===== src/core/dac_port_pkg.sv =====
package dac_port_pkg;

  localparam int FRAME_BITS   = 24;
  localparam int CMD_BITS     = 8;
  localparam int DATA_BITS    = 16;
  localparam int COUNT_BITS   = 5;
  localparam int SYNC_WIDTH   = 6;

  // opcode sits in command bits 7:4, channel select in bits 2:0
  localparam int OPCODE_MSB   = 7;
  localparam int OPCODE_LSB   = 4;
  localparam int CHAN_MSB     = 2;
  localparam int CHAN_LSB     = 0;

  localparam logic [3:0] OP_WRITE          = 4'h1;
  localparam logic [3:0] OP_WRITE_UPDATE   = 4'h2;
  localparam logic [3:0] OP_WRITE_ALL      = 4'h3;
  localparam logic [3:0] OP_SOFT_LOAD      = 4'h4;
  localparam logic [3:0] OP_CLEAR          = 4'h5;
  localparam logic [3:0] OP_POWER_DOWN     = 4'h6;
  localparam logic [3:0] OP_SET_BLOCK      = 4'h7;
  localparam logic [3:0] OP_READ_PRELOAD   = 4'h8;
  localparam logic [3:0] OP_READ_OUTPUT    = 4'h9;
  localparam logic [3:0] OP_READ_CONFIG    = 4'hA;

  // configuration register layout
  localparam int CFG_PD_LSB   = 0;
  localparam int CFG_PD_MSB   = 1;
  localparam int CFG_WB_BIT   = 2;

  localparam logic [1:0] PD_ACTIVE   = 2'h0;
  localparam logic [1:0] PD_HIZ      = 2'h1;
  localparam logic [1:0] PD_PULLDOWN = 2'h2;

  localparam logic [23:0] SHIFT_RESET   = 24'h00_0000;
  localparam logic [15:0] CODE_ZERO     = 16'h0000;
  localparam logic [15:0] CODE_MID      = 16'h8000;
  localparam logic [7:0]  CONFIG_RESET  = 8'h00;
  localparam logic [15:0] CONFIG_PAD    = 16'h0000;

  typedef struct packed {
    logic [7:0]  cmd;
    logic [15:0] data;
  } frame_t;

  typedef struct packed {
    logic [4:0] reserved;
    logic       write_block_bit;
    logic [1:0] power_down_mode;
  } config_t;

endpackage


===== src/core/dac_serial_command_port.sv =====
`timescale 1ns/1ps
////////////////////////////////////////////////////////////////////////////
module dac_serial_command_port (
  input  wire logic        clk,
  input  wire logic        rst,
  input  wire logic        chip_select_n,
  input  wire logic        serial_clock,
  input  wire logic        serial_data_in,
  input  wire logic        load_output_n,
  input  wire logic        clear_output_n,
  input  wire logic        powerup_level_select,
  output logic             serial_data_out,
  output logic             serial_data_out_oe_n,
  output logic [15:0]      output_code,
  output logic [15:0]      preload_code,
  output logic [1:0]       power_down_mode,
  output logic             write_block_bit
);

  typedef enum logic [2:0] {
    ST_IDLE   = 3'b001,
    ST_FRAME  = 3'b010,
    ST_DECODE = 3'b100
  } state_t;

  ////////////////////////////////////////////////////////////////////////
  // pin synchronisation and edge detection

  logic [dac_port_pkg::SYNC_WIDTH-1:0] sync_q;
  logic        cs_s;
  logic        sclk_s;
  logic        sdi_s;
  logic        ld_s;
  logic        clr_s;
  logic        mz_s;
  logic        cs_prev_q;
  logic        sclk_prev_q;
  logic        cs_fall;
  logic        cs_rise;
  logic        sclk_rise;
  logic        sclk_fall;

  pin_sync #(
    .WIDTH (dac_port_pkg::SYNC_WIDTH)
  ) u_sync (
    .clk (clk),
    .rst (rst),
    .d   ({chip_select_n, serial_clock, serial_data_in,
           load_output_n, clear_output_n, powerup_level_select}),
    .q   (sync_q)
  );

  assign {cs_s, sclk_s, sdi_s, ld_s, clr_s, mz_s} = sync_q;

  always_ff @(posedge clk)
  begin
    if (rst)
    begin
      // matches the synchroniser reset level so no false edge follows
      cs_prev_q   <= 1'b1;
      sclk_prev_q <= 1'b1;
    end
    else
    begin
      cs_prev_q   <= cs_s;
      sclk_prev_q <= sclk_s;
    end
  end

  assign cs_fall   = cs_prev_q & ~cs_s;
  assign cs_rise   = ~cs_prev_q & cs_s;
  assign sclk_rise = sclk_s & ~sclk_prev_q;
  assign sclk_fall = ~sclk_s & sclk_prev_q;

  ////////////////////////////////////////////////////////////////////////
  // frame control

  state_t                  state_q;
  logic [dac_port_pkg::COUNT_BITS-1:0] rise_cnt_q;
  logic                    frame_full;
  logic [23:0]             shift_q;
  logic                    sdo_q;

  // the count only qualifies a frame; it never starts a decode
  assign frame_full = (rise_cnt_q ==
    dac_port_pkg::COUNT_BITS'(dac_port_pkg::FRAME_BITS));

  always_ff @(posedge clk)
  begin
    if (rst)
      state_q <= ST_IDLE;
    else
    begin
      case (state_q)
        ST_IDLE:
          if (cs_fall)
            state_q <= ST_FRAME;
        ST_FRAME:
          if (cs_rise)
            state_q <= frame_full ? ST_DECODE : ST_IDLE;
        ST_DECODE:
          state_q <= ST_IDLE;
        default:
          state_q <= ST_IDLE;
      endcase
    end
  end

  always_ff @(posedge clk)
  begin
    if (rst || (state_q == ST_IDLE))
      rise_cnt_q <= '0;
    else if (state_q == ST_FRAME && sclk_rise && !frame_full)
      rise_cnt_q <= rise_cnt_q + 1'b1;
  end

  ////////////////////////////////////////////////////////////////////////
  // command decode

  dac_port_pkg::frame_t  frame;
  dac_port_pkg::config_t cfg_q;
  logic [3:0]            opcode;
  logic                  chan_ok;
  logic                  exec;
  logic [15:0]           preload_q;
  logic [15:0]           output_q;
  logic [15:0]           output_d;
  logic [15:0]           clear_level;

  function automatic logic channel_zero(input logic [7:0] cmd);
    return cmd[dac_port_pkg::CHAN_MSB:dac_port_pkg::CHAN_LSB] == 3'h0;
  endfunction

  function automatic logic is_write(input logic [3:0] op);
    return (op == dac_port_pkg::OP_WRITE) ||
           (op == dac_port_pkg::OP_WRITE_UPDATE) ||
           (op == dac_port_pkg::OP_WRITE_ALL);
  endfunction

  assign frame   = dac_port_pkg::frame_t'(shift_q);
  assign opcode  = frame.cmd[dac_port_pkg::OPCODE_MSB:
                             dac_port_pkg::OPCODE_LSB];
  assign chan_ok = channel_zero(frame.cmd) ||
                   (opcode == dac_port_pkg::OP_WRITE_ALL);
  // only accepted frames reach decode, so aborts cannot write
  assign exec    = (state_q == ST_DECODE) && chan_ok;
  assign clear_level = mz_s ? dac_port_pkg::CODE_MID
                            : dac_port_pkg::CODE_ZERO;

  always_ff @(posedge clk)
  begin
    if (rst)
      preload_q <= dac_port_pkg::CODE_ZERO;
    else if (exec && is_write(opcode))
      preload_q <= frame.data;
  end

  always_comb
  begin
    output_d = output_q;
    if (exec)
    begin
      case (opcode)
        dac_port_pkg::OP_WRITE:
          if (cfg_q.write_block_bit)
            output_d = frame.data;
        dac_port_pkg::OP_WRITE_UPDATE,
        dac_port_pkg::OP_WRITE_ALL:
          output_d = frame.data;
        dac_port_pkg::OP_SOFT_LOAD:
          output_d = preload_q;
        dac_port_pkg::OP_CLEAR:
          output_d = clear_level;
        default:
          output_d = output_q;
      endcase
    end
    // level sensitive; a held-low pin follows a fresh preload too
    if (!ld_s)
      output_d = (exec && is_write(opcode)) ?
                 frame.data : preload_q;
    if (!clr_s)
      output_d = clear_level;
  end

  // clocked load one cycle after reset release uses the synchroniser reset level (mid-scale), not the strap
  logic init_q;

  always_ff @(posedge clk)
  begin
    if (rst)
      init_q <= 1'b1;
    else
      init_q <= 1'b0;
  end

  always_ff @(posedge clk)
  begin
    if (rst)
      output_q <= dac_port_pkg::CODE_ZERO;
    else if (init_q)
      output_q <= clear_level;
    else
      output_q <= output_d;
  end

  always_ff @(posedge clk)
  begin
    if (rst)
      cfg_q <= dac_port_pkg::config_t'(dac_port_pkg::CONFIG_RESET);
    else if (exec && opcode == dac_port_pkg::OP_POWER_DOWN)
      cfg_q.power_down_mode <= frame.data[dac_port_pkg::CFG_PD_MSB:
                                          dac_port_pkg::CFG_PD_LSB];
    else if (exec && opcode == dac_port_pkg::OP_SET_BLOCK)
      cfg_q.write_block_bit <= frame.data[0];
  end

  ////////////////////////////////////////////////////////////////////////
  // shift register and serial output

  always_ff @(posedge clk)
  begin
    if (rst)
      shift_q <= dac_port_pkg::SHIFT_RESET;
    else if (state_q == ST_FRAME && sclk_rise)
      shift_q <= {shift_q[22:0], sdi_s};
    else if (exec)
    begin
      // command byte stays in place for the echo
      case (opcode)
        dac_port_pkg::OP_READ_PRELOAD:
          shift_q[15:0] <= preload_q;
        dac_port_pkg::OP_READ_OUTPUT:
          shift_q[15:0] <= output_q;
        dac_port_pkg::OP_READ_CONFIG:
          shift_q[15:0] <= dac_port_pkg::CONFIG_PAD | 16'(cfg_q);
        default:
          shift_q <= shift_q;
      endcase
    end
  end

  always_ff @(posedge clk)
  begin
    if (rst)
      sdo_q <= 1'b0;
    else if (state_q == ST_IDLE && cs_fall)
      sdo_q <= shift_q[23];
    else if (state_q == ST_FRAME && sclk_fall && rise_cnt_q != '0)
      sdo_q <= shift_q[23];
  end

  assign serial_data_out      = sdo_q;
  assign serial_data_out_oe_n = (state_q != ST_FRAME);
  assign output_code          = output_q;
  assign preload_code         = preload_q;
  assign power_down_mode      = cfg_q.power_down_mode;
  assign write_block_bit      = cfg_q.write_block_bit;
endmodule // dac_serial_command_port


===== src/core/pin_sync.sv =====
`timescale 1ns/1ps
module pin_sync #(
  parameter int WIDTH = 6
) (
  input  wire logic             clk,
  input  wire logic             rst,
  input  wire logic [WIDTH-1:0] d,
  output logic      [WIDTH-1:0] q
);

  logic [WIDTH-1:0] meta_q;

  // first stage feeds only the second stage
  always_ff @(posedge clk)
  begin
    if (rst)
    begin
      meta_q <= '1;
      q      <= '1;
    end
    else
    begin
      meta_q <= d;
      q      <= meta_q;
    end
  end

endmodule // pin_sync


===== config.mk =====
export PLATFORM = sky130hd
export DESIGN_NAME = dac_serial_command_port
export DESIGN_NICKNAME = d
export VERILOG_FILES = /design/src/core/dac_port_pkg.sv /design/src/core/dac_serial_command_port.sv /design/src/core/pin_sync.sv
export SDC_FILE = /design/constraint.sdc
export NUM_CORES = 1
export LEC_CHECK = 0
export BUFFER_PORTS_ARGS = -buffer_cell sky130_fd_sc_hd__clkbuf_2
export CORE_UTILIZATION = 35
export CTS_CLUSTER_DIAMETER = 100
export CTS_CLUSTER_SIZE = 12
export DETAILED_ROUTE_END_ITERATION = 16
export PLACE_DENSITY = 0.64
export SYNTH_ARGS = -nofsm -noshare
export SYNTH_HDL_FRONTEND = slang
export SYNTH_HIERARCHICAL = 1
export SYNTH_SLANG_ARGS = --single-unit

===== constraint.sdc =====
create_clock -name clk -period 4.5 [get_ports clk]
set_input_delay 0.675 -clock clk [delete_from_list [all_inputs] [get_ports clk]]
set_output_delay 0.675 -clock clk [all_outputs]
set_load 0.02 [all_outputs]

## Word-level counts from Yosys, hierarchy flattened

Cells that the tools add are included.

- Logic and storage cells: 86
- Register bits: 83
- Bits in latches: 0
- Bits of input ports: 8
- Output and inout bits: 37
- ROM bits: 0
- Memory bits (writable): 0
- Memories: 0

- Add/subtract/negate cells: 1
- Reduce and logical (&&, ||, !) cells: 24
- Equal/unequal tests: 20
- Div/mod/pow operators: 0
- $lt $le $gt $ge: 0
- Shifts and indexed selects: 0
- $mul: 0
- Bitwise operators: 9
- Multiplexer cells: 18

Operator list:

| kind | number |
|---|---|
| $mux W16 | 8 |
| $pmux W16 S4 | 1 |
| $pmux W16 S3 | 1 |
| $mux W24 | 1 |
| $eq A4 B3 Y1 const B | 4 |
| $eq A4 B4 Y1 const B | 3 |
| $logic_and A1 B1 Y1 | 9 |
| $mux W3 | 3 |
| $eq A4 B2 Y1 const B | 2 |
| $ne A7 B7 Y1 const B | 1 |
| $pmux W3 S2 | 1 |
| $reduce_and A2 Y1 | 3 |
| $add A5 B1 Y5 const B | 1 |
| $eq A5 B5 Y1 const B | 1 |
| $ne A5 B5 Y1 const B | 1 |
| $not A1 Y1 | 5 |
| $reduce_bool A5 Y1 | 1 |
| $and A1 B1 Y1 | 4 |
| $eq A4 B1 Y1 const B | 1 |
| $logic_or A1 B1 Y1 | 4 |
| $ne A2 B2 Y1 const B | 2 |
| $ne A4 B4 Y1 const B | 1 |
| $reduce_bool A2 Y1 | 2 |
| $reduce_bool A4 Y1 | 1 |
| 9 further kinds | 11 |

## Longest topological paths before layout

Gate-level depths: netlist of the first run.

- Depth after elaboration: 8
- Mapped depth: 8
- Depth with buffers taken out: 7

## By module

The synthesis of the first run kept the hierarchy.

By module, submodules not included:

| module | cells each | seq. area each (um^2) | area each (um^2) | instances |
|---|---|---|---|---|
| dac_serial_command_port | 365 | 1421.4 | 3216.8 | 1 |
| pin_sync | 25 | 240.2 | 320.3 | 1 |

## Least setup slack after synthesis of the first run

No wires, ideal clock.

- Path kind: reg2reg
- From: register state_q[0]
- To: register output_q[10], in the netlist output_code[10]
- Path buffers: 2
- Data required time: 4.377 ns
- Cell stages (with the launch flop): 8
- Period minus slack after synthesis: 2.126 ns
- Path slack: 2.374 ns
- Library setup time: 0.123 ns
- Arrival time: 2.003 ns
- Path through: dfxtp_1 or4b_4 a2111oi_4 buf_6 o22ai_4 buf_2 a221oi_1 nor2_1

- Cells in the longest elaborated chain, start to end: 7
- Elaborated cells between the ends (all ways): 9
- Those cells by class: eq/ne (2); mux (4); reduce/logical (3)

RTL lines:

| element | line | text |
|---|---|---|
| start: declaration | dac_serial_command_port.sv:78 | `state_t state_q;` |
| start signal: assignment | dac_serial_command_port.sv:100 | `state_q <= frame_full ? ST_DECODE : ST_IDLE;` |
| $eq A3 B3 Y1 * | dac_serial_command_port.sv:146 | `assign exec = (state_q == ST_DECODE) && chan_ok;` |
| $logic_and A1 B1 Y1 * | dac_serial_command_port.sv:146 |  |
| $logic_and A1 B1 Y1 | dac_serial_command_port.sv:180 | `output_d = (exec && is_write(opcode)) ?` |
| $mux W16 | - |  |
| $mux W16 | dac_serial_command_port.sv:179 | `if (!ld_s)` |
| $mux W16 | dac_serial_command_port.sv:182 | `if (!clr_s)` |
| $mux W16 | dac_serial_command_port.sv:201 | `else if (init_q)` |
| end signal: assignment | dac_serial_command_port.sv:200 | `output_q <= dac_port_pkg::CODE_ZERO;` |
| end signal: assignment | dac_serial_command_port.sv:202 | `output_q <= clear_level;` |
| end signal: assignment | dac_serial_command_port.sv:204 | `output_q <= output_d;` |
| end: declaration | dac_serial_command_port.sv:126 | `logic [15:0] output_q;` |

Every way passes the cells marked *; elsewhere a longest branch is shown, timed or not.
A chain may end at the register's enable or synchronous reset.

## Final worst setup path of the first run

- From: register shift_q[21], in the netlist frame[21]
- To: register output_q[2], in the netlist output_code[2]

- Cells in the longest elaborated chain, start to end: 8
- Elaborated cells between the ends (all ways): 21
- Those cells by class: eq/ne (8); mux (6); reduce/logical (7)

RTL lines:

| element | line | text |
|---|---|---|
| start: declaration | dac_serial_command_port.sv:81 | `logic [23:0] shift_q;` |
| start signal: assignment | dac_serial_command_port.sv:224 | `shift_q <= dac_port_pkg::SHIFT_RESET;` |
| start signal: assignment | dac_serial_command_port.sv:226 | `shift_q <= {shift_q[22:0], sdi_s};` |
| start signal: assignment | dac_serial_command_port.sv:238 | `shift_q <= shift_q;` |
| parallel branches: the longest is 8 deep, another holds $pmux W16 S4 | - |  |

Parallel ways; which one is timed is not known. The select of a mux whose other input is x is not followed.

==> impl_metrics.yaml, run 1 <==
synthesis:
  synth_compound_area_frac: 0.208
  synth-edff-count: 0
  syn_area_per_cell_um2: 9.07
  synth-simple-area-share: 0.207
  yosysWarnings: 6
  synth_cell_types: 49
  syn_nets: 400
  synthMuxAreaShare: 0.0626
  synth.area.top_cells: "dfxtp_1, nor2_1, a221oi_1"
  synth_top_cell_area_share: 0.470
  synth_ff_type: "dfxtp_1"
  yosysTopAreaCell: "dfxtp_1"
  syn_inst: 390
  async_reset_ff_frac: 0
  syn-cell-area_mm2: 0.00354
  synthAdderAreaFrac: 0.00707
  ys_ff_latch: 83
  synth_top_family_by_area: "compound AO/OA/AOI/OAI gates"
  synth_xor_area_frac: 0.00990
  synth_seq_area_share: 0.470
clock_network:
  htreeDepth: 3
  clk_latency_ns: 0.36
  cts_tree: "done"
  cts_sinks: 83
  numCtsBuffers: 9
  cts_hold_buffers: 0
  clockBufferDepth: 2
  ctsRootBufferMaster: "clkbuf_8"
  clk_pin_slew_ns: 0.09
  cts_setup_buffers: 0
  cts_resized: 0
setup_path:
  worst-path-max-fanout: 25
  r2r_slack_ns: 1.49
  path_class: "flip-flop to flip-flop"
  crit_arrival_ns: 3.29
  worstPathCellList: "nand2_1, a2111oi_4, o21a_1, a221oi_1, nor2_1"
  cpPeakStageDelay_ns: 1.00
  required_ns: 4.78
  crit_buf_inv: 0
  r2r-start: "frame[21]"
  slowest_stage: "a2111oi_4"
  critPathTopFamily: "compound AO/OA/AOI/OAI gates"
  cp-start-kind: "flip-flop"
  timing.rr.end: "output_code[2]"
  endpoint_kind: "flip-flop"
  worstRegToRegCells: 5
global_routing:
  grt_pass1_wl_um: 13800
  antenna_found_initial: 0
  grt_start_max_net_pins: 31
  grt_pass1_vias: 2818
  grt.total_usage: 0.171
  grt_overflow: 0
min_path:
  hp-class: "flip-flop to flip-flop"
  holdPathStages: 1
  min_to: "u_sync/q[0]"
  min-delay-start: "u_sync/meta_q[0]"
pwr:
  power.leakage_nw: 1.59
  vdd_ir_drop_max_uv: 181
  cellPowerDensity_mw_per_mm2: 345
  power_mw: 1.41
routing:
  vias_per_cell: 5.29
  wl_per_cell_um: 15.1
  wl_met1_um: 3740
  routed_wl_um: 8540
  via_count: 2985
  initialDrtViolationCount: 180
  drt_pass1_iterations: 4
  drc_errors: 0
  wl_met2_um: 4280
  routed.top_layer: "met4"
  ant_nets: 0
  wl_met3_um: 365
floorplanning:
  initial_core_util: 0.362
  fp.dieW_um: 103
  fp-row-count: 36
  fp.dieH_um: 103
  io_pins: 45
  die_area_mm2: 0.0105
  core_area_mm2: 0.00977
placement:
  gp_congestion: 0.810
  detailed_place.area_mm2: 0.00386
  dp_hpwl_um: 5620
  pre_cts_ws_ns: 1.52
  numPortBuffers: 44
final_layout:
  final_cell_area_mm2: 0.00409
  area_delta_synth_final_pct: 15.7
  nFillCells: 1024
  mostFrequentLayoutCells: "dfxtp_1, nor2_1, clkbuf_2, a221oi_1, o21ai_0"
  final_common_cell: "dfxtp_1"
  final_layout_size_suffix_gt1_frac: 0.176
  nNetsFinal: 436
  antennaDiodeCount: 0
timing:
  worst_clock_skew_ns: 0.0140
  rsz0062_at_grt: "false"
  setup_tns_ns: 0
  slew-limit-headroom: 0.178
  max_freq_mhz: 332
  fin_ws_ns: 1.49
  slew_violations: 0
  worstMarginPinSlew_ns: 1.23
  finalCritPeriodShare: 0.669
  setup_viol: 0
  finalCriticalPeriod_ns: 3.01
  hold_viol: 0
run:
  maxCapViolCount: 0
run_status:
  status: "complete, no violations"
==> worst register-to-register path, cell delays in order, from the launching register on <==
cell and delay, ns:
dfxtp_1 0.79, nand2_1 0.25, a2111oi_4 1.00, o21a_1 0.58, a221oi_1 0.16, nor2_1 0.17
==> per-stage QoR <==
step	hold WS (ns)	util	cells
finish	0.410	0.419	564
global route	0.433	0.419	564
CTS	0.414	0.419	564
detailed placement	0.392	0.395	548
global placement	0.387	0.395	548
floorplan	0.383	-	390
==> kinds of logic after synthesis <==
logic type,Yosys count
flip-flops,83
XOR/XNOR,4
multiplexers,22
AO/OA/AOI/OAI,98
AND/OR/NAND/NOR,152
adder cells (fa/ha/maj),2
buffers and inverters,29
==> state kept, by name, indices dropped and copies added (netlist names), 2 cells and up <==
register,flops
frame,24
output_code,16
power_down_mode,2
preload_code,16
rise_cnt_q,5
state_q,3
u_sync/meta_q,6
u_sync/q,6
==> layout make-up <==
type	count	area [um2]	area share
tap	133	166	0.0406
inverter	3	11.3	0.00275
clock inverter	6	93.8	0.0229
timing repair buffer	51	273	0.0666
multi-input combinational	278	1750	0.428
sequential	83	1660	0.406
clock buffer	10	138	0.0336
==> cells in the mapped netlist, drive strengths merged (4+ instances only) <==
library cell and count:
buf 6, dfxtp 83, nor2b 6, nor2 76, nand2 21, a22o 13
nand3 4, mux2i 21, nor3b 6, a221oi 29, nand4 4, clkbuf 20
or2 15, nand2b 8, o21ai 23, a21oi 14
==> how the worst max path moves through the flow <==
| stage | start | end | slack, ns | cells after the start |
|---|---|---|---|---|
| 2_1_floorplan | state_q[0] | output_code[10] | 2.37 | 7 |
| 3_3_place_gp | frame[21] | output_code[2] | 1.66 | 5 |
| 3_5_place_dp | frame[21] | output_code[9] | 1.52 | 5 |
| 4_1_cts | frame[21] | output_code[2] | 1.50 | 5 |
| 5_1_grt | frame[21] | output_code[6] | 1.26 | 5 |
| 6_report | frame[21] | output_code[2] | 1.49 | 5 |
==> power breakdown <==
part / total (mW) / internal [mW] / switching (mW)
registers: 0.750 / 0.744 / 0.00677
clock network: 0.617 / 0.334 / 0.283
logic: 0.0457 / 0.0154 / 0.0303
==> layer usage <==
metal	vias to the layer above	GRT usage
met2	67	0.282
met5	-	0
met1	1430	0.212
li1	1477	-
met4	0	0.0824
met3	11	0.0353
No activity file was read; power rests on OpenSTA's default activity.
==> run 2: changes to the inputs <==
==> constraint.sdc (replaced) <==
create_clock -name clk -period 2.9 [get_ports clk]
set_input_delay 0.435 -clock clk [delete_from_list [all_inputs] [get_ports clk]]
set_output_delay 0.435 -clock clk [all_outputs]
set_load 0.02 [all_outputs]
==> run 2 against run 1 <==
Effect of this change:
- clock power is 53% higher
- via count is 1.6% higher
- first-iteration DRC count is 42% higher
- count of clock-buffer cells in the layout stayed put
- cell area is 0.95% higher
- register-to-register slack worse by 0.93 ns
- die area stayed put
- largest cell class unchanged
- maximum frequency is 29% higher
- power is 54% higher
- sequential share of layout area is 0.38 points lower
- global-route usage is 0.39 points higher
- combinational power is 67% higher
==> impl_metrics.yaml, run 2 (same netlist as run 1, synthesis figures left out) <==
run_status:
  status: "complete, no violations"
min_path:
  hp-class: "input pin to flip-flop"
  holdPathStages: 2
  min_to: "u_sync/meta_q[4]"
  min-delay-start: "serial_clock"
pwr:
  p_int_mw: 1.69
  pwr-share-comb: 0.035
  p_clk_frac: 0.432
  cellPowerDensity_mw_per_mm2: 528
  vdd_ir_drop_max_uv: 305
  p_sw_uw: 492
  switching_share: 0.225
  p_seq_frac: 0.533
  power.leakage_nw: 1.62
setup_path:
  endpoint_kind: "flip-flop"
  crit_buf_inv: 1
  crit_arrival_ns: 2.59
  worst-path-max-fanout: 18
  slowest_stage: "dfxtp_1"
  critPathLaunch: "frame[20]"
  cp-start-kind: "flip-flop"
  required_ns: 3.15
  r2r-start: "frame[20]"
  worstRegToRegCells: 6
  worstPathCellList: "nand2_1, a2111oi_4, buf_4, o22ai_4, a221oi_1, nor2_1"
  path_class: "flip-flop to flip-flop"
  timing.rr.end: "output_code[10]"
  cpPeakStageDelay_ns: 0.69
  critPathTopFamily: "compound AO/OA/AOI/OAI gates"
  r2r_slack_ns: 0.56
routing:
  ant_nets: 0
  initialDrtViolationCount: 255
  drc_errors: 0
  routed_wl_um: 8610
  drt_pass1_iterations: 4
  wl_per_cell_um: 15.1
  via_count: 3032
  vias_per_cell: 5.32
floorplanning:
  core_area_mm2: 0.00977
  die_area_mm2: 0.0105
  fp.dieW_um: 103
  fp-row-count: 36
  initial_core_util: 0.362
  io_pins: 45
  fp.dieH_um: 103
final_layout:
  nNetsFinal: 442
  antennaDiodeCount: 0
  final_cell_area_mm2: 0.00413
  final_layout_size_suffix_gt1_frac: 0.188
  final_common_cell: "dfxtp_1"
  mostFrequentLayoutCells: "dfxtp_1, nor2_1, clkbuf_2, a221oi_1, o21ai_0"
  utilization: 0.423
  area_delta_synth_final_pct: 16.8
  largest_reg_flops: 24
global_routing:
  grt_pass1_wl_um: 14100
  grt_start_max_net_pins: 28
  grt_pass1_vias: 2826
  grt.total_usage: 0.174
  antenna_found_initial: 0
  grt_overflow: 0
timing:
  setup_tns_ns: 0
  slew-limit-headroom: 0.256
  setup_viol: 0
  worst_clock_skew_ns: 0.0129
  worstMarginPinSlew_ns: 1.11
  rsz0062_at_grt: "false"
  hold_viol: 0
  finalCritPeriodShare: 0.806
  finalCriticalPeriod_ns: 2.34
  fin_hold_ws_ns: 0.256
  slew_violations: 0
  max_freq_mhz: 428
clock_network:
  cts_sinks: 83
  clockBufferDepth: 2
  numCtsBuffers: 9
  htreeDepth: 3
  ctsRootBufferMaster: "clkbuf_8"
  cts_tree: "done"
  cts_resized: 0
  cts_hold_buffers: 0
  clk_pin_slew_ns: 0.09
  clk_latency_ns: 0.36
  cts_setup_buffers: 0
run:
  maxCapViolCount: 0
placement:
  detailed_place.area_mm2: 0.00391
  gp_congestion: 0.816
  dp_hpwl_um: 5630
  numPortBuffers: 44
run 2: worst max path at each step:
| stage | to | slack, ns | cells past startpoint |
|---|---|---|---|
| 3_5_place_dp | output_code[10] | 0.59 | 6 |
| 4_1_cts | output_code[10] | 0.58 | 6 |
| 3_3_place_gp | output_code[0] | 0.60 | 6 |
| 5_1_grt | frame[10] | 0.33 | 6 |
| 6_report | output_code[10] | 0.56 | 6 |
| 2_1_floorplan | output_code[10] | 0.77 | 7 |
run 2: power groups by stage:
stage,Clock (mW),Sequential (mW),Combinational (mW)
2_1_floorplan,0,1.19,0.0433
3_3_place_gp,0,1.19,0.0756
3_5_place_dp,0,1.19,0.0765
4_1_cts,0.953,1.16,0.0766
5_1_grt,1.01,1.17,0.0843
6_report,0.943,1.16,0.0761
run 2: stage by stage:
| stage | instances | setup WS (ns) | power [mW] |
|---|---|---|---|
| after floorplan | 390 | 0.774 | 1.24 |
| after global placement | 554 | 0.601 | 1.27 |
| after detailed placement | 554 | 0.595 | 1.27 |
| after CTS | 570 | 0.584 | 2.19 |
| after global routing | 570 | 0.329 | 2.26 |
| final | 570 | 0.564 | 2.18 |
run 2: area by class of cell:
class / instances / area, um2
fill: 965 / 5640
multi-input combinational: 278 / 1750
sequential: 83 / 1660
timing repair buffer: 57 / 318
tap: 133 / 166
clock buffer: 10 / 138
clock inverter: 6 / 87.6
inverter: 3 / 11.3
run 2: routing by layer:
layer | GRT usage | vias to the layer above | routed length (um)
li1 | - | 1493 | -
met1 | 0.230 | 1450 | 3940
met2 | 0.273 | 75 | 4120
met3 | 0.0339 | 14 | 399
met4 | 0.0857 | 0 | 155
met5 | 0 | - | 0
run 2: worst register-to-register path: cells and delay by family, from the launching register on:
family,cells,cell delay (ns)
DFF,1,0.69
AOI/OAI and AO/OA,3,1.00
and+or+nand+nor,2,0.31
buffers and inverters,1,0.24
